<file path="config.mk">
export PLATFORM = sky130hd
export DESIGN_NAME = dsps_top
export DESIGN_NICKNAME = d
export VERILOG_FILES = /design/src/verilog/dsps_top.v
export VERILOG_INCLUDE_DIRS = /design/src /design/src/verilog
export SDC_FILE = /design/constraint.sdc
export NUM_CORES = 2
export LEC_CHECK = 0
export BUFFER_PORTS_ARGS = -buffer_cell sky130_fd_sc_hd__buf_2
export CORE_ASPECT_RATIO = 1.1
export CORE_UTILIZATION = 40
export DETAILED_ROUTE_END_ITERATION = 7
export PLACE_DENSITY = 0.52
export SLEW_MARGIN = 20
export SYNTH_ARGS = -nofsm -noshare
export SYNTH_HDL_FRONTEND = slang
export SYNTH_SLANG_ARGS = --single-unit
</file>
<file path="constraint.sdc">
create_clock -name core_clk -period 8.4 [get_ports core_clk]
set_input_delay 1.68 -clock core_clk [delete_from_list [all_inputs] [get_ports core_clk]]
set_output_delay 1.68 -clock core_clk [all_outputs]
set_load 0.01 [all_outputs]
</file>
<file path="src/verilog/dsps_map.vh">
// Summary of operation
// RULE1: Top and bottom strobe capture to 200 MHz, data groups eight, sixteen or 32 wide.
// RULE2: Side banks capture data without phase shift and ignore any read strobe.
// RULE3: Every strobe passes a compensated delay that centres it in its data window.
// RULE4: Delayed strobes form a local strobe bus that times the data capture registers.
// RULE5: Top and bottom reference circuits each run from a reference clock at strobe rate.
// RULE6: Top circuit uses the top reference clock, bottom circuit the bottom one.
// RULE7: Each reference circuit sets all ten strobe delays of its edge alike.
// RULE8: Top and bottom phase shift angles are set independently.
// RULE9: Each reference circuit finds its delay setting within 256 reference cycles.
// RULE10: Phase compare delayed reference, step up/down counter, broadcast the code.
`ifndef DSPS_MAP_VH
`define DSPS_MAP_VH

// =====================================================================
// Sizes
`define DSPS_NUM_DQS       10
`define DSPS_DQ_W          8
`define DSPS_CODE_W        5
`define DSPS_HIST          32
`define DSPS_DEG_W         9
`define DSPS_SEL_W         5
`define DSPS_FIFO_DEPTH    32
`define DSPS_FIFO_AW       5

// =====================================================================
// Reset values and timing
`define DSPS_CODE_RST      5'h08
`define DSPS_LOCK_REF_CYC  9'h100
`define DSPS_DEG_FULL      9'h168
`define DSPS_MAX_STROBE_MHZ 200
`define DSPS_CORE_MHZ      50

// =====================================================================
// Synchroniser bit positions
`define DSPS_SY_REF_TOP    0
`define DSPS_SY_REF_BOT    1
`define DSPS_SY_REF_SIDE   2
`define DSPS_SY_DQS        3

`endif

</file>
<file path="src/verilog/dsps_top.v">
`timescale 1ns/1ps
`include "dsps_map.vh"

// =====================================================================
// Capture FIFO with a registered output stage
module dsps_fifo #(
   parameter W     = 16,
   parameter DEPTH = `DSPS_FIFO_DEPTH,
   parameter AW    = `DSPS_FIFO_AW
)(
   input  wire          clk,
   input  wire          resetn,
   input  wire          in_valid,
   output wire          in_ready,
   input  wire [W-1:0]  in_data,
   output reg           out_valid,
   input  wire          out_ready,
   output reg  [W-1:0]  out_data
);
   localparam [AW:0] FULL_CNT = DEPTH[AW:0];
   reg  [W-1:0]  mem [0:DEPTH-1];
   reg  [AW-1:0] wr_ptr_q;
   reg  [AW-1:0] rd_ptr_q;
   reg  [AW:0]   cnt_q;
   wire          wr_en;
   wire          ld_en;

   // The output register is one of the DEPTH words, so it counts towards full.
   assign in_ready = ((cnt_q + {{AW{1'b0}}, out_valid}) != FULL_CNT);
   assign wr_en    = in_valid & in_ready;
   assign ld_en    = (cnt_q != {(AW+1){1'b0}}) & (~out_valid | out_ready);

   always @(posedge clk)
   begin
      if (!resetn)
      begin
         wr_ptr_q  <= {AW{1'b0}};
         rd_ptr_q  <= {AW{1'b0}};
         cnt_q     <= {(AW+1){1'b0}};
         out_valid <= 1'b0;
         out_data  <= {W{1'b0}};
      end
      else
      begin
         if (wr_en)
         begin
            mem[wr_ptr_q] <= in_data;
            wr_ptr_q      <= wr_ptr_q + 1'b1;
         end
         if (ld_en)
         begin
            rd_ptr_q  <= rd_ptr_q + 1'b1;
            out_data  <= mem[rd_ptr_q];
            out_valid <= 1'b1;
         end
         else if (out_ready)
            out_valid <= 1'b0;
         if (wr_en & ~ld_en)
            cnt_q <= cnt_q + 1'b1;
         else if (ld_en & ~wr_en)
            cnt_q <= cnt_q - 1'b1;
      end
   end
endmodule

// =====================================================================
// Strobe phase shift and capture, top, bottom and side banks
module dsps_top #(
   parameter NUM_DQS = `DSPS_NUM_DQS,
   parameter DQ_W    = `DSPS_DQ_W,
   parameter CODE_W  = `DSPS_CODE_W,
   parameter HIST    = `DSPS_HIST,
   parameter DEPTH   = `DSPS_FIFO_DEPTH,
   parameter AW      = `DSPS_FIFO_AW
)(
   input  wire                      core_clk,
   input  wire                      resetn,
   input  wire                      ref_clk_top,
   input  wire                      ref_clk_bot,
   input  wire                      ref_clk_side,
   input  wire [`DSPS_DEG_W-1:0]    shift_top_deg,
   input  wire [`DSPS_DEG_W-1:0]    shift_bot_deg,
   input  wire [NUM_DQS-1:0]        dqs_top,
   input  wire [NUM_DQS-1:0]        dqs_bot,
   input  wire [NUM_DQS*DQ_W-1:0]   dq_top,
   input  wire [NUM_DQS*DQ_W-1:0]   dq_bot,
   input  wire [DQ_W-1:0]           dq_side,
   input  wire [`DSPS_SEL_W-1:0]    grp_sel,
   output wire                      out_valid,
   input  wire                      out_ready,
   output wire [2*DQ_W-1:0]         out_data,
   output reg                       cap_ready_q,
   output reg                       overflow_q,
   output reg                       lock_top_q,
   output reg                       lock_bot_q,
   output reg  [CODE_W-1:0]         code_top_q,
   output reg  [CODE_W-1:0]         code_bot_q
);
   localparam NGRP   = 2*NUM_DQS;
   localparam DQ_POS = `DSPS_SY_DQS + NGRP;
   localparam SW     = DQ_POS + (NGRP+1)*DQ_W;
   localparam WW     = 2*DQ_W;

   // Tap for a strobe: fraction deg/360 of the full-period code.
   function [CODE_W-1:0] calc_tap;
      input [CODE_W-1:0]      code;
      input [`DSPS_DEG_W-1:0] deg;
      reg   [CODE_W+`DSPS_DEG_W-1:0] prod;
      begin
         prod     = code * deg;
         prod     = prod / `DSPS_DEG_FULL;
         calc_tap = prod[CODE_W-1:0];
      end
   endfunction

   // ==================================================================
   // Pin synchronisers: three flops, a change counts when two and three agree
   wire [SW-1:0] pins;
   reg  [SW-1:0] sy1_q;
   reg  [SW-1:0] sy2_q;
   reg  [SW-1:0] sy3_q;
   reg  [SW-1:0] lvl_q;

   assign pins = {dq_side, dq_bot, dq_top, dqs_bot, dqs_top,
                  ref_clk_side, ref_clk_bot, ref_clk_top};

   always @(posedge core_clk)
   begin
      if (!resetn)
      begin
         sy1_q <= {SW{1'b0}};
         sy2_q <= {SW{1'b0}};
         sy3_q <= {SW{1'b0}};
         lvl_q <= {SW{1'b0}};
      end
      else
      begin
         sy1_q <= pins;
         sy2_q <= sy1_q;
         sy3_q <= sy2_q;
         lvl_q <= (~(sy2_q ^ sy3_q) & sy3_q) | ((sy2_q ^ sy3_q) & lvl_q);
      end
   end

   // ==================================================================
   // Reference circuits, one per edge
   reg  [2*HIST-1:0]   ref_hist_q;
   reg  [2*CODE_W-1:0] code_q;
   reg  [1:0]          lock_q;
   reg  [2*CODE_W-1:0] tap_q;
   wire [2*`DSPS_DEG_W-1:0] deg_all;

   assign deg_all = {shift_bot_deg, shift_top_deg};

   genvar e;
   generate
      for (e = 0; e < 2; e = e + 1)
      begin : g_ref
         reg  [8:0]        nref_q;
         reg               dir_q;
         reg               stepped_q;
         wire              lvl;
         wire              rise;
         wire              dly;
         wire [CODE_W-1:0] code;

         assign lvl  = lvl_q[`DSPS_SY_REF_TOP + e]; //RULE6
         assign rise = lvl & ~ref_hist_q[e*HIST];
         assign code = code_q[e*CODE_W +: CODE_W];
         assign dly  = ref_hist_q[e*HIST + code]; //RULE10

         always @(posedge core_clk)
         begin
            if (!resetn)
            begin
               ref_hist_q[e*HIST +: HIST]  <= {HIST{1'b0}};
               code_q[e*CODE_W +: CODE_W]  <= `DSPS_CODE_RST;
               tap_q[e*CODE_W +: CODE_W]   <= {CODE_W{1'b0}};
               lock_q[e]                   <= 1'b0;
               nref_q                      <= 9'h000;
               dir_q                       <= 1'b0;
               stepped_q                   <= 1'b0;
            end
            else
            begin
               ref_hist_q[e*HIST +: HIST] <= {ref_hist_q[e*HIST +: HIST-1], lvl}; //RULE5
               tap_q[e*CODE_W +: CODE_W] <=
                  calc_tap(code, deg_all[e*`DSPS_DEG_W +: `DSPS_DEG_W]); //RULE8
               if (rise)
               begin
                  // A high delayed copy at the reference edge means too little delay.
                  if (dly && code != {CODE_W{1'b1}})
                     code_q[e*CODE_W +: CODE_W] <= code + 1'b1; //RULE10
                  else if (!dly && code != {CODE_W{1'b0}})
                     code_q[e*CODE_W +: CODE_W] <= code - 1'b1; //RULE10
                  dir_q     <= dly;
                  stepped_q <= 1'b1;
                  if (nref_q != `DSPS_LOCK_REF_CYC)
                     nref_q <= nref_q + 1'b1;
                  if ((stepped_q && dir_q != dly) ||
                      nref_q == `DSPS_LOCK_REF_CYC - 9'h001)
                     lock_q[e] <= 1'b1; //RULE9
               end
            end
         end
      end
   endgenerate

   // ==================================================================
   // Delayed strobe bus and DDR capture per group
   reg  [NGRP*HIST-1:0] dqs_hist_q;
   reg  [NGRP-1:0]      ds_prev_q;
   reg  [NGRP*DQ_W-1:0] rise_q;
   reg  [NGRP*WW-1:0]   word_q;
   reg  [NGRP:0]        wvld_q;
   reg  [DQ_W-1:0]      side_rise_q;
   reg  [WW-1:0]        side_word_q;
   reg                  side_prev_q;

   genvar g;
   generate
      for (g = 0; g < NGRP; g = g + 1)
      begin : g_cap
         wire [CODE_W-1:0] tap;
         wire              ds;
         wire [DQ_W-1:0]   dq;

         assign tap = tap_q[(g/NUM_DQS)*CODE_W +: CODE_W]; //RULE7
         assign ds  = dqs_hist_q[g*HIST + tap]; //RULE3
         assign dq  = lvl_q[DQ_POS + g*DQ_W +: DQ_W];

         always @(posedge core_clk)
         begin
            if (!resetn)
            begin
               dqs_hist_q[g*HIST +: HIST] <= {HIST{1'b0}};
               ds_prev_q[g]               <= 1'b0;
               rise_q[g*DQ_W +: DQ_W]     <= {DQ_W{1'b0}};
               word_q[g*WW +: WW]         <= {WW{1'b0}};
               wvld_q[g]                  <= 1'b0;
            end
            else
            begin
               dqs_hist_q[g*HIST +: HIST] <=
                  {dqs_hist_q[g*HIST +: HIST-1], lvl_q[`DSPS_SY_DQS + g]}; //RULE3
               ds_prev_q[g] <= ds;
               wvld_q[g]    <= 1'b0;
               if (ds & ~ds_prev_q[g])
                  rise_q[g*DQ_W +: DQ_W] <= dq; //RULE4
               if (~ds & ds_prev_q[g])
               begin
                  word_q[g*WW +: WW] <= {rise_q[g*DQ_W +: DQ_W], dq}; //RULE4
                  wvld_q[g]          <= lock_q[g/NUM_DQS];
               end
            end
         end
      end
   endgenerate

   // Side banks: timed by the side reference clock, no strobe at all.
   wire side_lvl;
   assign side_lvl = lvl_q[`DSPS_SY_REF_SIDE];

   always @(posedge core_clk)
   begin
      if (!resetn)
      begin
         side_prev_q  <= 1'b0;
         side_rise_q  <= {DQ_W{1'b0}};
         side_word_q  <= {WW{1'b0}};
         wvld_q[NGRP] <= 1'b0;
      end
      else
      begin
         side_prev_q  <= side_lvl;
         wvld_q[NGRP] <= 1'b0;
         if (side_lvl & ~side_prev_q)
            side_rise_q <= lvl_q[SW-DQ_W +: DQ_W]; //RULE2
         if (~side_lvl & side_prev_q)
         begin
            side_word_q  <= {side_rise_q, lvl_q[SW-DQ_W +: DQ_W]}; //RULE2
            wvld_q[NGRP] <= 1'b1;
         end
      end
   end

   // ==================================================================
   // Group select into the capture FIFO
   wire [(NGRP+1)*WW-1:0] all_words;
   reg                    push_vld_q;
   reg  [WW-1:0]          push_data_q;
   wire                   fifo_in_ready;

   assign all_words = {side_word_q, word_q};

   always @(posedge core_clk)
   begin
      if (!resetn)
      begin
         push_vld_q  <= 1'b0;
         push_data_q <= {WW{1'b0}};
         overflow_q  <= 1'b0;
         cap_ready_q <= 1'b0;
         lock_top_q  <= 1'b0;
         lock_bot_q  <= 1'b0;
         code_top_q  <= `DSPS_CODE_RST;
         code_bot_q  <= `DSPS_CODE_RST;
      end
      else
      begin
         push_vld_q  <= (grp_sel <= NGRP) ? wvld_q[grp_sel] : 1'b0; //RULE1
         push_data_q <= all_words[grp_sel*WW +: WW];
         if (push_vld_q & ~fifo_in_ready)
            overflow_q <= 1'b1;
         cap_ready_q <= fifo_in_ready;
         lock_top_q  <= lock_q[0];
         lock_bot_q  <= lock_q[1];
         code_top_q  <= code_q[0 +: CODE_W];
         code_bot_q  <= code_q[CODE_W +: CODE_W];
      end
   end

   dsps_fifo #(
      .W     (WW),
      .DEPTH (DEPTH),
      .AW    (AW)
   ) u_fifo (
      .clk       (core_clk),
      .resetn    (resetn),
      .in_valid  (push_vld_q),
      .in_ready  (fifo_in_ready),
      .in_data   (push_data_q),
      .out_valid (out_valid),
      .out_ready (out_ready),
      .out_data  (out_data)
   );
endmodule
</file>
==> impl_metrics.yaml <==
run_status:
  run_status: "finished, final reports clean"
worst_setup_path:
  path_max_fanout: 10
  rr_worst_depth: 24
  crit_path_start: "shift_bot_deg[1]"
  rr_startpoint: "g_ref[1].code[2]$_SDFFE_PN0P_"
  worst-setup-path-type: "primary input to flop"
  ff2ff_setup_slack_ns: 0.84
  worstSetupEndpointType: "flop"
  r2r-end: "g_cap[10].tap[0]$_SDFF_PN0_"
  worst-endpoint-arrival_ns: 8.46
  crit_path_start_kind: "primary input"
  worst_ep_required_time_ns: 9.11
grt:
  track_usage_pct: 17.8
  first_global_vias: 56900
  maximum_number_of_pins_on_one_net_before_global_route_repair: 244
  grt_antenna_before_repair: 17
  overflow: 0
  grtUsageMet1_pct: 23.9
  grt_first_pass_wirelength_um: 338000
  globalRouteMet2Util_pct: 29.6
  gr-max-usage-layer: "met2"
  grt.met3_usage_pct: 2.75
detailed_routing:
  drt_pass1_iterations: 5
  wl_per_cell_um: 19.3
  drt-total-wl_um: 215000
  drc: 0
  postRouteAntennaNets: 0
  via_count: 55900
  initial_drt_markers: 3344
  via_per_inst: 4.99
clocking:
  postCtsResizedCells: 0
  hold_buffers: 0
  numClockSinks: 2634
  clock_latency_ns: 0.93
  tritoncts_clock_tree: "built"
  cts_setup_buffers: 0
  htree_levels: 5
  cts.root.buffer_cell: "clkbuf_16"
  clk_path_buf_depth: 4
  clk_slew_on_worst_s_h_paths_ns: 0.06
  numCtsBuffers: 291
timing:
  rsz0062_at_grt: "false"
  setup_viol: 0
  hold_viol: 0
  fin_crit_ns: 7.75
  finClkSkew_ns: 0.0620
  worst_slew_margin_rel_pct: 22.9
  slew_viol_final: 0
  worstMarginPinSlew_ns: 1.15
  final.setup.worst_slack_ns: 0.655
  layout_worst_path_cycle_share_pct: 92.2
  max_freq_mhz: 129
  setup_total_negative_slack_ns: 0
pwr:
  cell_area_power_density_nw_per_um2: 252
  cellLeakagePower_uw: 0.0426
  clock_network_fraction_of_total_power_pct: 44.6
  swShare_pct: 22.6
  worst_ir_drop_vdd_v: 0.000194
  internal_power_uw: 21500
  total_switching_power_uw: 6280
  combinationalPowerShare_pct: 7.7
  share_seq_of_total_power_pct: 47.7
floorplanning:
  initial_utilization_pct: 40.3
  width_of_the_chip_um: 470
  die-height_um: 516
  io_pins: 248
  core_region_area_um2: 239000
  row_count: 188
  die-area_um2: 242000
place:
  detailedPlace.worstSlack_ns: -0.147
  total_half_perimeter_wirelength_after_legalization_and_detailed_placement_um: 140000
  port-buffer-count: 247
  gp_congestion: 0.774
  place.detailed.instances: 10700
cells_and_area:
  fin_nets: 8182
  mostFrequentLayoutCell: "dfxtp_1"
  mostFrequentLayoutCells: "dfxtp_1 (2,105), and2_1 (1,352), nor2_1 (710)"
  relative_area_change_from_synthesis_to_final_layout_pct: 14.6
  post_layout_nonfiller_instances: 11200
  drive_above_1_share_pct: 17.1
worst_hold_path:
  min_delay_worst_endpoint: "sy2_q[87]$_SDFF_PN0_"
  hold_depth: 1
  hold_path_class: "flop to flop"
  hold_start: "sy1_q[87]$_SDFF_PN0_"
synthesis:
  synth_area_leaders: "dfxtp_1 (44%), edfxtp_1 (16%), mux4_2 (11%)"
  synth.lib_cells_used.distinct: 102
  synthesis.nets: 7953
  netlist.area_leader.share_pct: 44.2
  syn_inst: 7623
  yosysSeqAreaShare_pct: 60.1
  yosys_warnings: 0
  synth_area_leader_cell: "dfxtp_1"
  synth_area_um2: 96200
  synth-edff-count: 512
  postSynthRegisterBits: 2634
  synthArstFlopShare_pct: 0
  yosys_most_used_dff: "dfxtp_1"
  synthesis.area_per_instance_um2: 12.6
job:
  maxCapViolations: 0
-- routing by layer --
layer	vias to the layer above	wire length, µm
met1	27700	99400
met3	297	7940
met4	0	4950
met2	919	103000
li1	27000	-
met5	-	0
-- critical path, stage by stage --
cell and delay [ns]:
buf_2 0.13, and2_1 0.17, fa_1 0.51, fa_1 0.55, inv_1 0.06, fa_1 0.54
inv_1 0.04, ha_1 0.37, o21ai_1 0.17, o21ai_2 0.25, a2111oi_4 0.12, nor3_2 0.53
or2_1 0.41, o22ai_2 0.19, and4_1 0.20, o211ai_1 0.38, nor4bb_1 0.33, mux2_2 0.42
nor2_1 0.21, a31oi_1 0.13, buf_4 0.19, a2111oi_0 0.45, a21oi_1 0.08, o31ai_1 0.23
a311oi_1 0.12
-- synth_stat cells (10+ instances only) --
library cell,count
edfxtp_1,512
mux4_2,482
nor2b_1,12
nand4_1,16
nand2_1,346
nand3_1,18
dfxtp_1,2122
mux2i_1,540
xor2_1,29
a22oi_1,19
a211o_1,10
buf_1,46
xnor2_1,28
and2_1,1352
clkbuf_1,354
o21a_1,10
nor2_1,743
a21oi_1,289
o21ai_0,230
ha_1,68
fa_1,45
a21o_1,17
inv_1,72
and3_1,10
a211oi_1,32
nand2b_1,11
nor3_1,23
-- worst max-delay path by stage --
stage	to
2_1_floorplan	g_cap[0].tap[0]$_SDFF_PN0_
3_3_place_gp	g_cap[0].tap[0]$_SDFF_PN0_
3_5_place_dp	g_cap[10].tap[0]$_SDFF_PN0_
4_1_cts	g_cap[0].tap[0]$_SDFF_PN0_
5_1_grt	g_cap[0].tap[0]$_SDFF_PN0_
6_report	g_cap[10].tap[0]$_SDFF_PN0_
-- sequential cells by signal, indices dropped and copies added (netlist names), 6 cells and up, named ones only --
signal,cells
all_words,320
dqs_hist_q,640
ds_prev_q,20
g_cap.tap,10
g_ref.code,10
g_ref.nref_q,18
push_data_q,16
ref_hist_q,64
rise_q,160
side_rise_q,8
side_word_q,16
sy1_q,191
sy2_q,191
sy3_q,191
u_fifo.cnt_q,6
u_fifo.mem,512
u_fifo.out_data,16
wvld_q,21
-- power by group through the flow --
| stage | clock (µW) | combinational [µW] | sequential [µW] |
|---|---|---|---|
| 2_1_floorplan | 0 | 1720 | 13400 |
| 3_3_place_gp | 0 | 2190 | 13600 |
| 3_5_place_dp | 0 | 2210 | 13600 |
| 4_1_cts | 12800 | 2210 | 13300 |
| 5_1_grt | 13300 | 2370 | 13300 |
| 6_report | 12400 | 2160 | 13300 |
-- stage by stage --
| step | power (µW) | hold WS, ns | area, µm² | utilization, % |
|---|---|---|---|---|
| 2_1_floorplan | 15100 | 0.412 | 96200 | - |
| 3_3_place_gp | 15800 | 0.414 | 101000 | 42.2 |
| 3_5_place_dp | 15800 | 0.417 | 101000 | 42.2 |
| 4_1_cts | 28300 | 0.420 | 110000 | 46.1 |
| 5_1_grt | 29000 | 0.433 | 110000 | 46.2 |
| 6_report | 27800 | 0.407 | 110000 | 46.2 |
-- final cells by class --
type	count	area (µm²)
fill	21400	129000
sequential	2634	57900
multi-input combinational	4504	36600
clock buffer	426	8750
tap	3135	3920
timing repair buffer	347	2090
clock inverter	67	622
inverter	74	285
antenna	4	10.0
-- cell families after synthesis --
logic type	Yosys count	share of synthesized area, %
AOI/OAI and AO/OA	715	4.50
xor gates and xnor gates	60	0.570
adders and majority gates	114	1.83
buffers and inverters	485	1.92
DFF	2634	60.1
muxes	1031	17.0
and+or+nand+nor	2584	14.0
No activity file was read; power rests on OpenSTA's default activity.
